File: src/hw/ppom_cfg.svh
// reset values and sizes for the port pin override mux
// assumes inclusion by ppom_pkg and ppom_top only
`ifndef PPOM_CFG_SVH
`define PPOM_CFG_SVH

`define PPOM_PIN_COUNT 8
`define PPOM_DIR_RESET 8'h00
`define PPOM_LVL_RESET 8'h00
`define PPOM_SYNC_RESET 8'h00
`define PPOM_TIE_LOW 8'h00
`define PPOM_SYNC_STAGES 2

`endif

File: src/hw/ppom_pkg.sv
// types shared by the port pin override mux
// assumes ppom_cfg.svh sits beside it
`include "ppom_cfg.svh"

package ppom_pkg;

	typedef logic [`PPOM_PIN_COUNT-1:0] ppom_byte_t;

	// per-pin override bundle, one bit per pin in each field
	typedef struct packed {
		ppom_byte_t pullup_override_enable;
		ppom_byte_t pullup_override_value;
		ppom_byte_t driver_override_enable;
		ppom_byte_t driver_override_value;
		ppom_byte_t level_override_enable;
		ppom_byte_t level_override_value;
		ppom_byte_t toggle_override_enable;
		ppom_byte_t input_gate_override_enable;
		ppom_byte_t input_gate_override_value;
	} ppom_ovr_t;

	// pad-side controls for the eight pins
	typedef struct packed {
		ppom_byte_t drive_en;
		ppom_byte_t drive_val;
		ppom_byte_t pullup_en;
		ppom_byte_t input_en;
	} ppom_pad_ctl_t;

endpackage : ppom_pkg

File: src/hw/ppom_top.sv
// port A pin control with alternate-function override selection
// assumes pad inputs already pass a schmitt trigger and are
// asynchronous to mclk_i; analog lines are joined at the pad ring
`timescale 1ns/10ps

`include "ppom_cfg.svh"

// Summary of operation
// - pull-up follows override, else direction/level/disable 010
// - enabled pull-up override ignores register bits
// - driver enable from override, else direction bit
// - enabled driver override ignores direction bit
// - driven level from override, else level bit
// - enabled level override ignores level bit
// - toggle override inverts stored level bit
// - input gate from override, else chip state
// - enabled input gate override ignores sleep
// - raw tap after schmitt, before synchroniser
// - analog line straight to pad
// - overrides come from alternate-function modules
// - strobes per port, sleep/disable/clock shared
// - port A pull/driver/level overrides tied low
// - input gate override from mask, group, disable
// - tap feeds pin change, pad feeds converter
// - every pin is a pin change source
// - direction one is output, zero input
// - sleep clamps input without override
module ppom_top
(
	input  wire logic                mclk_i,
	input  wire logic                reset_n_i,
	input  wire logic                dir_wr_i,
	input  wire ppom_pkg::ppom_byte_t dir_wdata_i,
	input  wire logic                lvl_wr_i,
	input  wire ppom_pkg::ppom_byte_t lvl_wdata_i,
	input  wire logic                tgl_wr_i,
	input  wire ppom_pkg::ppom_byte_t tgl_wdata_i,
	input  wire logic                sleep_i,
	input  wire logic                global_pullup_off_i,
	input  wire ppom_pkg::ppom_byte_t pin_change_mask_bits_i,
	input  wire logic                pin_change_group0_enable_i,
	input  wire ppom_pkg::ppom_byte_t analog_input_disable_bits_i,
	input  wire ppom_pkg::ppom_byte_t pad_in_i,
	input  wire ppom_pkg::ppom_byte_t analog_pad_line_i,
	output var  ppom_pkg::ppom_byte_t pin_direction_bit_o,
	output var  ppom_pkg::ppom_byte_t output_level_bit_o,
	output var  ppom_pkg::ppom_byte_t pin_value_o,
	output var  ppom_pkg::ppom_byte_t raw_pin_input_tap_o,
	output var  ppom_pkg::ppom_byte_t analog_pad_line_o,
	output var  ppom_pkg::ppom_byte_t pad_out_o,
	output var  ppom_pkg::ppom_byte_t pad_oe_o,
	output var  ppom_pkg::ppom_byte_t pad_pullup_o,
	output var  ppom_pkg::ppom_byte_t input_enable_o
);
	import ppom_pkg::*;

	ppom_byte_t    pin_direction_bit;
	ppom_byte_t    next_pin_direction_bit;
	ppom_byte_t    output_level_bit;
	ppom_byte_t    next_output_level_bit;
	ppom_byte_t    sync_meta;
	ppom_byte_t    next_sync_meta;
	ppom_byte_t    sync_out;
	ppom_byte_t    next_sync_out;
	ppom_ovr_t     ovr;
	ppom_pad_ctl_t pad_ctl;
	ppom_byte_t    raw_tap;

	// selects override value when enabled, else default
	function automatic ppom_byte_t ppom_pick
	(
		input ppom_byte_t en,
		input ppom_byte_t val,
		input ppom_byte_t dflt
	);
		ppom_pick = (en & val) | (~en & dflt);
	endfunction : ppom_pick

	// port A override mapping from the owning modules' controls
	function automatic ppom_ovr_t ppom_port_a_map
	(
		input ppom_byte_t mask,
		input logic       group_en,
		input ppom_byte_t an_dis
	);
		ppom_byte_t pc_term;
		pc_term = mask & {`PPOM_PIN_COUNT{group_en}};
		ppom_port_a_map.pullup_override_enable = `PPOM_TIE_LOW;
		ppom_port_a_map.pullup_override_value  = `PPOM_TIE_LOW;
		ppom_port_a_map.driver_override_enable = `PPOM_TIE_LOW;
		ppom_port_a_map.driver_override_value  = `PPOM_TIE_LOW;
		ppom_port_a_map.level_override_enable  = `PPOM_TIE_LOW;
		ppom_port_a_map.level_override_value   = `PPOM_TIE_LOW;
		ppom_port_a_map.toggle_override_enable = `PPOM_TIE_LOW;
		ppom_port_a_map.input_gate_override_enable = pc_term | an_dis;
		ppom_port_a_map.input_gate_override_value  = pc_term;
	endfunction : ppom_port_a_map

	always_comb
	begin
		ovr = ppom_port_a_map(pin_change_mask_bits_i, pin_change_group0_enable_i,
			analog_input_disable_bits_i);
	end

	// one strobe set for the whole port
	always_comb
	begin
		next_pin_direction_bit = pin_direction_bit;
		next_output_level_bit  = output_level_bit;
		if (dir_wr_i)
		begin
			next_pin_direction_bit = dir_wdata_i;
		end
		if (lvl_wr_i)
		begin
			next_output_level_bit = lvl_wdata_i;
		end
		else
		begin
			next_output_level_bit = output_level_bit ^
				((tgl_wdata_i & {`PPOM_PIN_COUNT{tgl_wr_i}}) | ovr.toggle_override_enable);
		end
	end

	always_ff @(posedge mclk_i or negedge reset_n_i)
	begin
		if (!reset_n_i)
		begin
			pin_direction_bit <= `PPOM_DIR_RESET;
			output_level_bit  <= `PPOM_LVL_RESET;
		end
		else
		begin
			pin_direction_bit <= next_pin_direction_bit;
			output_level_bit  <= next_output_level_bit;
		end
	end

	// per-pin selection, no register in path
	genvar gi;
	generate
		for (gi = 0; gi < `PPOM_PIN_COUNT; gi++)
		begin : g_pin
			assign pad_ctl.pullup_en[gi] = ovr.pullup_override_enable[gi] ?
				ovr.pullup_override_value[gi] :
				(!pin_direction_bit[gi] && output_level_bit[gi] && !global_pullup_off_i);
			assign pad_ctl.input_en[gi] = ovr.input_gate_override_enable[gi] ?
				ovr.input_gate_override_value[gi] : !sleep_i;
			assign raw_tap[gi] = pad_in_i[gi] & pad_ctl.input_en[gi];
		end
	endgenerate

	assign pad_ctl.drive_en = ppom_pick(ovr.driver_override_enable,
		ovr.driver_override_value, pin_direction_bit);
	assign pad_ctl.drive_val = pad_ctl.drive_en & ppom_pick(ovr.level_override_enable,
		ovr.level_override_value, output_level_bit);

	// two-stage synchroniser ahead of the pin value
	always_comb
	begin
		next_sync_meta = raw_tap;
		next_sync_out  = sync_meta;
	end

	always_ff @(posedge mclk_i or negedge reset_n_i)
	begin
		if (!reset_n_i)
		begin
			sync_meta <= `PPOM_SYNC_RESET;
			sync_out  <= `PPOM_SYNC_RESET;
		end
		else
		begin
			sync_meta <= next_sync_meta;
			sync_out  <= next_sync_out;
		end
	end

	// tap doubles as pin change input
	assign raw_pin_input_tap_o = raw_tap;
	assign analog_pad_line_o   = analog_pad_line_i;
	assign pin_direction_bit_o = pin_direction_bit;
	assign output_level_bit_o  = output_level_bit;
	assign pin_value_o         = sync_out;
	// direction bit drives the output enable
	assign pad_oe_o            = pad_ctl.drive_en;
	assign pad_out_o           = pad_ctl.drive_val;
	assign pad_pullup_o        = pad_ctl.pullup_en;
	assign input_enable_o      = pad_ctl.input_en;
endmodule : ppom_top

File: config.mk
export PLATFORM = sky130hd
export DESIGN_NAME = ppom_top
export DESIGN_NICKNAME = d
export VERILOG_FILES = /design/src/hw/ppom_pkg.sv /design/src/hw/ppom_top.sv
export VERILOG_INCLUDE_DIRS = /design/src /design/src/hw
export SDC_FILE = /design/constraint.sdc
export NUM_CORES = 1
export LEC_CHECK = 0
export ABC_AREA = 0
export BUFFER_PORTS_ARGS = -buffer_cell sky130_fd_sc_hd__buf_2
export CORE_MARGIN = 10
export CORE_UTILIZATION = 37
export DETAILED_ROUTE_END_ITERATION = 7
export MAX_ROUTING_LAYER = met4
export PLACE_DENSITY = 0.91
export SYNTH_ARGS = -nofsm -noshare
export SYNTH_HDL_FRONTEND = slang
export SYNTH_SLANG_ARGS = --single-unit
File: constraint.sdc
create_clock -name mclk_i -period 1.4 [get_ports mclk_i]
set_clock_uncertainty 0.1 [all_clocks]
set_input_delay 0.28 -clock mclk_i [delete_from_list [all_inputs] [get_ports mclk_i]]
set_output_delay 0.28 -clock mclk_i [all_outputs]
set_load 0.005 [all_outputs]
==> flow_summary_export.csv, run 1 <==
group,metric,value,unit
finish,syn_to_final_growth,51.0,%
power_and_ir_drop,peakVddDrop,0.483,mV
timing,fin_ws,-43.0,ps
placed_design,pre_cts_ws,127,ps
cts,clk_pin_slew_worst_paths,70,ps
timing,holdWs,131,ps
outcome,status,"finished, violations left",
synth,ys_warn_count,0,
global_route,grt_first_pass_wirelength,7.86,mm
setup_path,end_kind,"primary output",
setup_path,cp-startpoint,"pad_oe_o[5]",
drt,drt_drc_violations_left,0,
power_and_ir_drop,leakage,1.25,nW
power_and_ir_drop,p_seq_share,43.1,%
placed_design,place_inst,277,
placed_design,io_buffers,119,
synth,synth_top_area_share,52.3,%
floorplanning,fp.coreArea,0.00400,mm²
timing,fin_crit_sh,103,%
finish,fin_cells,300,
setup_path,r2r-end,"output_level_bit_o[3]",
placed_design,gp_congestion,0.684,
finish,drive_gt1_share,63.6,%
cts,cts.sinks,32,
cts,cts.path.max_buffers,2,
drt,drt_pass1_iterations,4,
drt,vias,1415,
synth,synth-simple-area-share,21.5,%
setup_path,r2r_slack,190,ps
run,drv_cap,0,
cts,cts-root-buf,"clkbuf_8",
synth,ys_seq_elements,32,
worst_hold_path,holdPathEnd,"next_sync_out[0]",
global_route,grt_pass1_vias,1634,
synth,synth_fa_ha_area_share,0,%
placed_design,hpwl,4.01,mm
power_and_ir_drop,p_sw,0.601,mW
global_route,grt_max_degree,17,
floorplanning,io_pins,136,
timing,worstMarginPinSlew,245,ps
setup_path,path_class,"flip-flop to primary output",
setup_path,path_cells,"nor3b_2 > buf_2",
power_and_ir_drop,pwr-share-comb,21.9,%
floorplanning,die_w,84.3,µm
drt,postRouteAntennaNets,0,
worst_hold_path,min_from,"pad_in_i[0]",
setup_path,path_buf_inv,1,
timing,drv_slew,0,
global_route,grt_util_all_layers,13.9,%
finish,fin_nets,313,
drt,first_iter_violations,47,
drt,via_per_inst,4.72,
finish,fin_util,57.8,%
power_and_ir_drop,p_per_area,1060,mW/mm²
synth,synth_top_family_by_area,"simple AND/OR/NAND/NOR gates",
setup_path,critPathSlowestCell,"dfrtp_1",
worst_hold_path,holdCritPathClass,"input pin to flip-flop",
setup_path,start_kind,"flip-flop",
setup_path,crit_required,1020,ps
setup_path,crit_arrival,1060,ps
timing,setup_viol_count_final,1,
setup_path,r2r-start,"output_level_bit_o[3]",
power_and_ir_drop,total_power,2.44,mW
setup_path,reg2regPathDepth,3,
setup_path,slowest_delay,410,ps
cts,clock_latency,270,ps
cts,cts_tree,"done",
global_route,antenna_found_initial,0,
synth,synth.largest_area_cell,"dfrtp_1",
floorplanning,die_h,84.3,µm
timing,max_freq,693,MHz
drt,wirelength,5.01,mm
synth,synthXorXnorAreaFrac,0,%
power_and_ir_drop,p_int,1.84,mW
synth,synth_cell_types,15,
worst_hold_path,hold_depth,2,
synth,synth_compound_area_share,9.81,%
finish,antenna_cells,0,
synth,syn_area,0.00153,mm²
synth,synth_cells,127,
floorplanning,die_area,0.00711,mm²
cts,h-tree-depth,2,
outcome,violations,"setup timing",
synth,yosysSeqAreaShare,52.3,%
cts,cts_buffers,5,
power_and_ir_drop,switching_share,24.6,%
setup_path,cpLargestDelayFamily,"flip-flops",
drt,wl_per_cell,16.7,µm
synth,syn_nets,191,
timing,period_minus_slack,1440,ps
floorplanning,start_util,38.3,%
synth,synthMuxAreaShare,5.89,%
synth,avgSynthCellArea,12.0,µm²
global_route,grt.overflow.total,0,
timing,max_slew_margin,83.4,%
floorplanning,rows,23,
synth,yosys-top-cells-area,"dfrtp_1 52%, buf_4 8.3%, and2_1 6.5%",
timing,rsz0062_at_grt,"true",
setup_path,critical_path_peak_fanout,4,
power_and_ir_drop,clock_power_share,34.9,%
timing,finalHoldViolations,0,
[through the flow]
| step | setup TNS [ps] | instance area (µm²) |
|---|---|---|
| 4_1_cts | -35.7 | 2230 |
| 3_3_place_gp | 0 | 2060 |
| 6_report | -43.0 | 2310 |
| 2_1_floorplan | 0 | 1530 |
| 3_5_place_dp | 0 | 2060 |
| 5_1_grt | -248 | 2310 |
[cell type report]
cell class              instances  area [µm²]
flip-flops and latches         32         801
clock inverters                 2        35.0
multi-input cells              72         599
clock buffers                   6        72.6
well taps                      50        62.6
fillers                       373        1690
repair buffers                138         741
[flip-flops by register name, indices dropped and copies added, names as in the netlist]
| name | cells |
|---|---|
| output_level_bit_o | 8 |
| pin_value_o | 8 |
| next_sync_out | 8 |
| pad_oe_o | 8 |
[routing by layer]
| metal | share of wire (%) | vias to the layer above | track usage, % |
|---|---|---|---|
| met5 | 0 | - | - |
| met4 | 3.4 | 0 | 6.85 |
| met3 | 7.3 | 18 | 4.44 |
| met2 | 51 | 66 | 23.7 |
| met1 | 39 | 650 | 14.1 |
| li1 | - | 681 | - |
[timing repair]
item,CTS,global route
endpoints found under the hold margin,10,0
setup buffers,6,8
pin swaps,0,4
gates resized for setup,2,4
hold buffers,1,0
setup endpoints to repair,7,12
[cells in the final DEF (no fill, tap or decap), drive strengths merged]
cell type	n
buf	137
dfrtp	32
and2	16
nand2	8
nor2b	8
a221o	8
o2bb2ai	8
mux2	8
nor3b	8
nor4bb	7
clkbuf	6
and4bb	1
bufinv	1
clkinv	1
dlygate4sd3	1
[worst reg2reg max path, stage by stage, from the launching register on]
cell and delay [ps]:
dfrtp_1 400, buf_4 150, nor2b_1 120, a221o_1 320
[power groups by stage]
stage          clock [mW]  sequential, mW  combinational, mW
5_1_grt             0.926            1.07              0.596
3_3_place_gp            0            1.07              0.456
6_report            0.854            1.05              0.537
3_5_place_dp            0            1.08              0.467
4_1_cts             0.882            1.06              0.504
2_1_floorplan           0            1.07              0.228
[synthesized netlist by cell type (all sizes together)]
cell	instances
a221o	8
and2	16
and4bb	1
buf	20
clkbuf	3
dfrtp	32
mux2	8
nand2	8
nor2b	8
nor3b	8
nor4bb	7
o2bb2ai	8
[how the worst max path moves through the flow]
stage,depth (start not counted),end,slack [ps]
finish,2,pad_pullup_o[5],-40
global route,2,pad_pullup_o[5],-100
detailed placement,4,raw_pin_input_tap_o[7],130
CTS,2,pad_pullup_o[3],-30
global placement,4,raw_pin_input_tap_o[2],160
floorplan,3,raw_pin_input_tap_o[1],190
[cell families (layout without fill, tap and decap cells)]
kind of cell	Yosys count	count (layout)
DFF	32	32
buffers and inverters	23	146
and+or+nand+nor	48	48
AOI/OAI and AO/OA	16	16
muxes	8	8
Power figures use the tool's default switching activity.
==> run 2, diff against run 1 <==
Settings changed: SETUP_SLACK_MARGIN set to 0.02.
==> flow_summary_export.csv, run 2 (synthesized netlist as in run 1, its figures left out) <==
group,metric,value,unit
placed_design,io_buffers,119,
setup_path,crit_arrival,1020,ps
power_and_ir_drop,leakage,1.25,nW
setup_path,end_kind,"primary output",
timing,drv_slew,0,
timing,setup_viol_count_final,1,
finish,fin_util,58.0,%
cts,clock_latency,270,ps
floorplanning,die_w,84.3,µm
finish,fin_nets,313,
power_and_ir_drop,p_per_area,1060,mW/mm²
placed_design,hpwl,4.01,mm
drt,wl_per_cell,16.7,µm
worst_hold_path,holdCritPathClass,"input pin to flip-flop",
setup_path,crit_required,1020,ps
cts,cts.path.max_buffers,2,
floorplanning,fp.coreArea,0.00400,mm²
cts,cts-root-buf,"clkbuf_8",
finish,final_common_cell,"buf_2",
setup_path,path_class,"flip-flop to primary output",
drt,postRouteAntennaNets,0,
floorplanning,start_util,38.3,%
global_route,grt_max_degree,17,
timing,max_freq,714,MHz
drt,first_iter_violations,36,
finish,layout_common_cells,"119 x buf_2, 32 x dfrtp_1, 17 x buf_4",
floorplanning,die_area,0.00711,mm²
finish,antenna_cells,0,
cts,clk_pin_slew_worst_paths,70,ps
global_route,antenna_found_initial,0,
global_route,grt_first_pass_wirelength,7.96,mm
timing,max_slew_margin,82.3,%
drt,drt_drc_violations_left,0,
drt,wirelength,5.02,mm
floorplanning,rows,23,
run,drv_cap,0,
global_route,grt_util_all_layers,14.1,%
global_route,grt.overflow.total,0,
finish,syn_to_final_growth,51.6,%
outcome,violations,"setup timing",
finish,fillers,376,
cts,h-tree-depth,2,
timing,fin_crit_sh,100,%
timing,period_minus_slack,1400,ps
timing,rsz0062_at_grt,"true",
timing,fin_ws,-0.588,ps
drt,via_per_inst,4.72,
cts,cts.sinks,32,
cts,cts_tree,"done",
setup_path,start_kind,"flip-flop",
cts,cts_buffers,5,
power_and_ir_drop,total_power,2.45,mW
finish,drive_gt1_share,64.0,%
timing,finalHoldViolations,0,
setup_path,critical_path_peak_fanout,3,
power_and_ir_drop,peakVddDrop,0.475,mV
drt,drt_pass1_iterations,4,
outcome,status,"finished, violations left",
global_route,grt_pass1_vias,1658,
placed_design,gp_congestion,0.684,
drt,vias,1415,
floorplanning,die_h,84.3,µm
timing,worstMarginPinSlew,266,ps
floorplanning,io_pins,136,
## run 2: cell counts in the layout (fill, tap and decap cells not counted)
No cell type changed its count.
## run 2: critical path: stages, from the launching register on
cell and delay, ps:
dfrtp_1 400, nor3b_2 200, buf_2 140
## run 2: timing repair
item                                    CTS  global route
endpoints found under the setup margin    8            18
hold buffers                              1             0
setup buffers                            10             4
pin swaps                                 3             8
gates resized for setup                   6             2
hold endpoints to repair                 10             0
## run 2: where the power goes
| group | total [mW] | switching [mW] | internal, mW |
|---|---|---|---|
| clock | 0.856 | 0.328 | 0.528 |
| combinational | 0.543 | 0.225 | 0.318 |
| sequential | 1.05 | 0.0523 | 1.00 |
| total | 2.45 | 0.605 | 1.85 |
## run 2: final cells by class
| cell class | instances | area, µm² | share of cell area, % |
|---|---|---|---|
| tap | 50 | 62.6 | 2.70 |
| clock buffer | 6 | 72.6 | 3.13 |
| multi-input combinational | 72 | 604 | 26.1 |
| sequential | 32 | 801 | 34.5 |
| timing repair buffer | 138 | 744 | 32.1 |
| clock inverter | 2 | 35.0 | 1.51 |
## run 2: path summary, 6_finish.rpt
kind / slack (ps) / depth (start not counted) / endpoint / start
min: 130 / 2 / next_sync_out[5] / pad_in_i[5]
max reg2reg: 190 / 3 / output_level_bit_o[3] / output_level_bit_o[3]
min in group asynchronous: 310 / 2 / next_sync_out[2] / reset_n_i
min reg2reg: 250 / 0 / pin_value_o[5] / next_sync_out[5]
max in group asynchronous: 400 / 3 / pad_oe_o[2] / reset_n_i
max: -0.6 / 2 / pad_pullup_o[5] / pad_oe_o[5]
## run 2: metrics by stage
| stage | instance area, µm² | TNS (ps) | hold WS [ps] | setup slack, ps | instances |
|---|---|---|---|---|---|
| final | 2320 | -0.588 | 130 | -0.588 | 300 |
| after global routing | 2320 | -218 | 123 | -61.7 | 300 |
| after CTS | 2280 | -2.77 | 125 | -2.77 | 296 |
| after detailed placement | 2060 | 0 | 59.6 | 127 | 277 |
| after global placement | 2060 | 0 | 60.6 | 163 | 277 |
| after floorplan | 1530 | 0 | -116 | 187 | 127 |
## run 2: routing by layer
layer / up-vias / share of wire [%] / track usage, %
met5: - / 0 / -
met1: 660 / 39 / 14.2
li1: 679 / - / -
met4: 0 / 2.4 / 5.78
met3: 14 / 7.3 / 4.25
met2: 62 / 52 / 24.8
==> run 3, diff against run 2 <==
Settings changed: CORE_UTILIZATION 37 to 40, PLACE_DENSITY 0.91 to 0.95.
Clock period 1.4 ns to 1.63 ns, I/O delays scaled along.
==> flow_summary_export.csv, run 3 (synthesized netlist as in run 1, its figures left out) <==
group,metric,value,unit
placed_design,place_inst,273,
global_route,grt_first_pass_wirelength,6.67,mm
setup_path,r2r-start,"output_level_bit_o[7]",
global_route,grt.overflow.total,0,
floorplanning,die_h,81.9,µm
setup_path,r2r_slack,500,ps
drt,drt_drc_violations_left,0,
drt,postRouteAntennaNets,0,
cts,cts.path.max_buffers,2,
power_and_ir_drop,leakage,1.15,nW
worst_hold_path,holdPathEnd,"next_sync_out[5]",
floorplanning,start_util,41.5,%
cts,post_cts_buffers,0,
setup_path,path_class,"flip-flop to primary output",
power_and_ir_drop,p_sw,0.478,mW
timing,drv_slew,0,
floorplanning,rows,22,
timing,fin_crit_sh,91.8,%
placed_design,hpwl,3.76,mm
cts,cts_tree,"done",
power_and_ir_drop,clock_power_share,29.8,%
floorplanning,io_pins,136,
timing,fin_setup_tns,0,ps
timing,finalHoldViolations,0,
drt,via_per_inst,4.76,
setup_path,start_kind,"flip-flop",
finish,drive_gt1_share,58.4,%
finish,fin_cells,281,
floorplanning,die_w,81.9,µm
global_route,grt_max_degree,25,
timing,rsz0062_at_grt,"false",
finish,antenna_cells,0,
worst_hold_path,min_from,"pad_in_i[5]",
power_and_ir_drop,total_power,1.85,mW
cts,clock_latency,270,ps
placed_design,placed_area,0.00204,mm²
power_and_ir_drop,p_per_area,868,mW/mm²
finish,layout_common_cells,"119 x buf_2, 32 x dfrtp_1, 16 x and2_1",
placed_design,gp_congestion,0.732,
timing,period_minus_slack,1500,ps
setup_path,critical_path_peak_fanout,5,
outcome,status,"completed",
floorplanning,die_area,0.00670,mm²
setup_path,r2r-end,"output_level_bit_o[7]",
timing,setup_viol_count_final,0,
drt,first_iter_violations,35,
drt,wirelength,4.55,mm
floorplanning,fp.coreArea,0.00369,mm²
timing,worstMarginPinSlew,474,ps
drt,vias,1337,
finish,final_common_cell,"buf_2",
finish,final_area,0.00213,mm²
power_and_ir_drop,p_int,1.37,mW
power_and_ir_drop,p_seq_share,49.3,%
finish,fin_nets,297,
global_route,grt_pass1_vias,1386,
placed_design,io_buffers,119,
worst_hold_path,holdCritPathClass,"input pin to flip-flop",
power_and_ir_drop,peakVddDrop,0.542,mV
drt,drt_pass1_iterations,4,
cts,clk_pin_slew_worst_paths,60,ps
drt,wl_per_cell,16.2,µm
setup_path,crit_required,1200,ps
timing,max_slew_margin,68.4,%
cts,cts_buffers,5,
finish,syn_to_final_growth,39.1,%
worst_hold_path,hold_depth,2,
cts,h-tree-depth,2,
power_and_ir_drop,switching_share,25.9,%
run,drv_cap,0,
global_route,grt_util_all_layers,13.5,%
power_and_ir_drop,pwr-share-comb,20.9,%
setup_path,end_kind,"primary output",
finish,fin_util,57.7,%
setup_path,reg2regPathDepth,2,
timing,max_freq,668,MHz
setup_path,crit_arrival,1070,ps
global_route,antenna_found_initial,0,
cts,cts.sinks,32,
cts,cts-root-buf,"clkbuf_8",
==> run 3: worst max-delay path by stage <==
| stage | startpoint | end | slack, ps | cells past startpoint |
|---|---|---|---|---|
| 3_5_place_dp | lvl_wr_i | output_level_bit_o[1] | 230 | 3 |
| 6_report | pad_oe_o[1] | pad_pullup_o[1] | 130 | 2 |
| 5_1_grt | pad_oe_o[3] | pad_pullup_o[3] | 60 | 2 |
| 4_1_cts | pad_oe_o[4] | pad_pullup_o[4] | 120 | 2 |
| 3_3_place_gp | lvl_wr_i | output_level_bit_o[1] | 260 | 3 |
| 2_1_floorplan | pin_change_group0_enable_i | raw_pin_input_tap_o[1] | 330 | 3 |
==> run 3: routing by layer <==
layer / track usage [%] / vias to the layer above / routed length, µm
met4: 7.31 / 0 / 98
met5: - / - / 0
met3: 4.48 / 12 / 474
li1: - / 647 / -
met1: 15.0 / 611 / 1760
met2: 21.1 / 67 / 2220
==> run 3: per-stage QoR <==
step	setup slack, ps	hold slack, ps
floorplan	325	-69.6
global placement	258	213
detailed placement	226	214
CTS	121	166
global route	56.1	172
finish	133	172
==> run 3: timing repair <==
action,CTS,global route
hold buffers,1,0
endpoints found under the hold margin,20,0
setup endpoints to repair,0,0
gates resized for setup,0,0
==> run 3: area by class of cell <==
type,instances,area (µm²)
Fill cell,343,1560
Sequential cell,32,801
Timing Repair Buffer,122,621
Multi-Input combinational cell,72,569
Clock buffer,6,72.6
Tap cell,48,60.1
Clock inverter,1,5.00
==> run 3: power groups by stage <==
stage,clock network (mW),registers [mW],logic [mW]
after floorplan,0,0.923,0.196
after global placement,0,0.922,0.385
after detailed placement,0,0.926,0.393
after CTS,0.577,0.912,0.396
after global routing,0.607,0.923,0.430
final,0.550,0.911,0.387
==> run 3: worst max-delay path, cell delays in order, from the launching register on <==
cell,delay (ps)
dfrtp_1,410
nor3b_1,230
buf_2,150
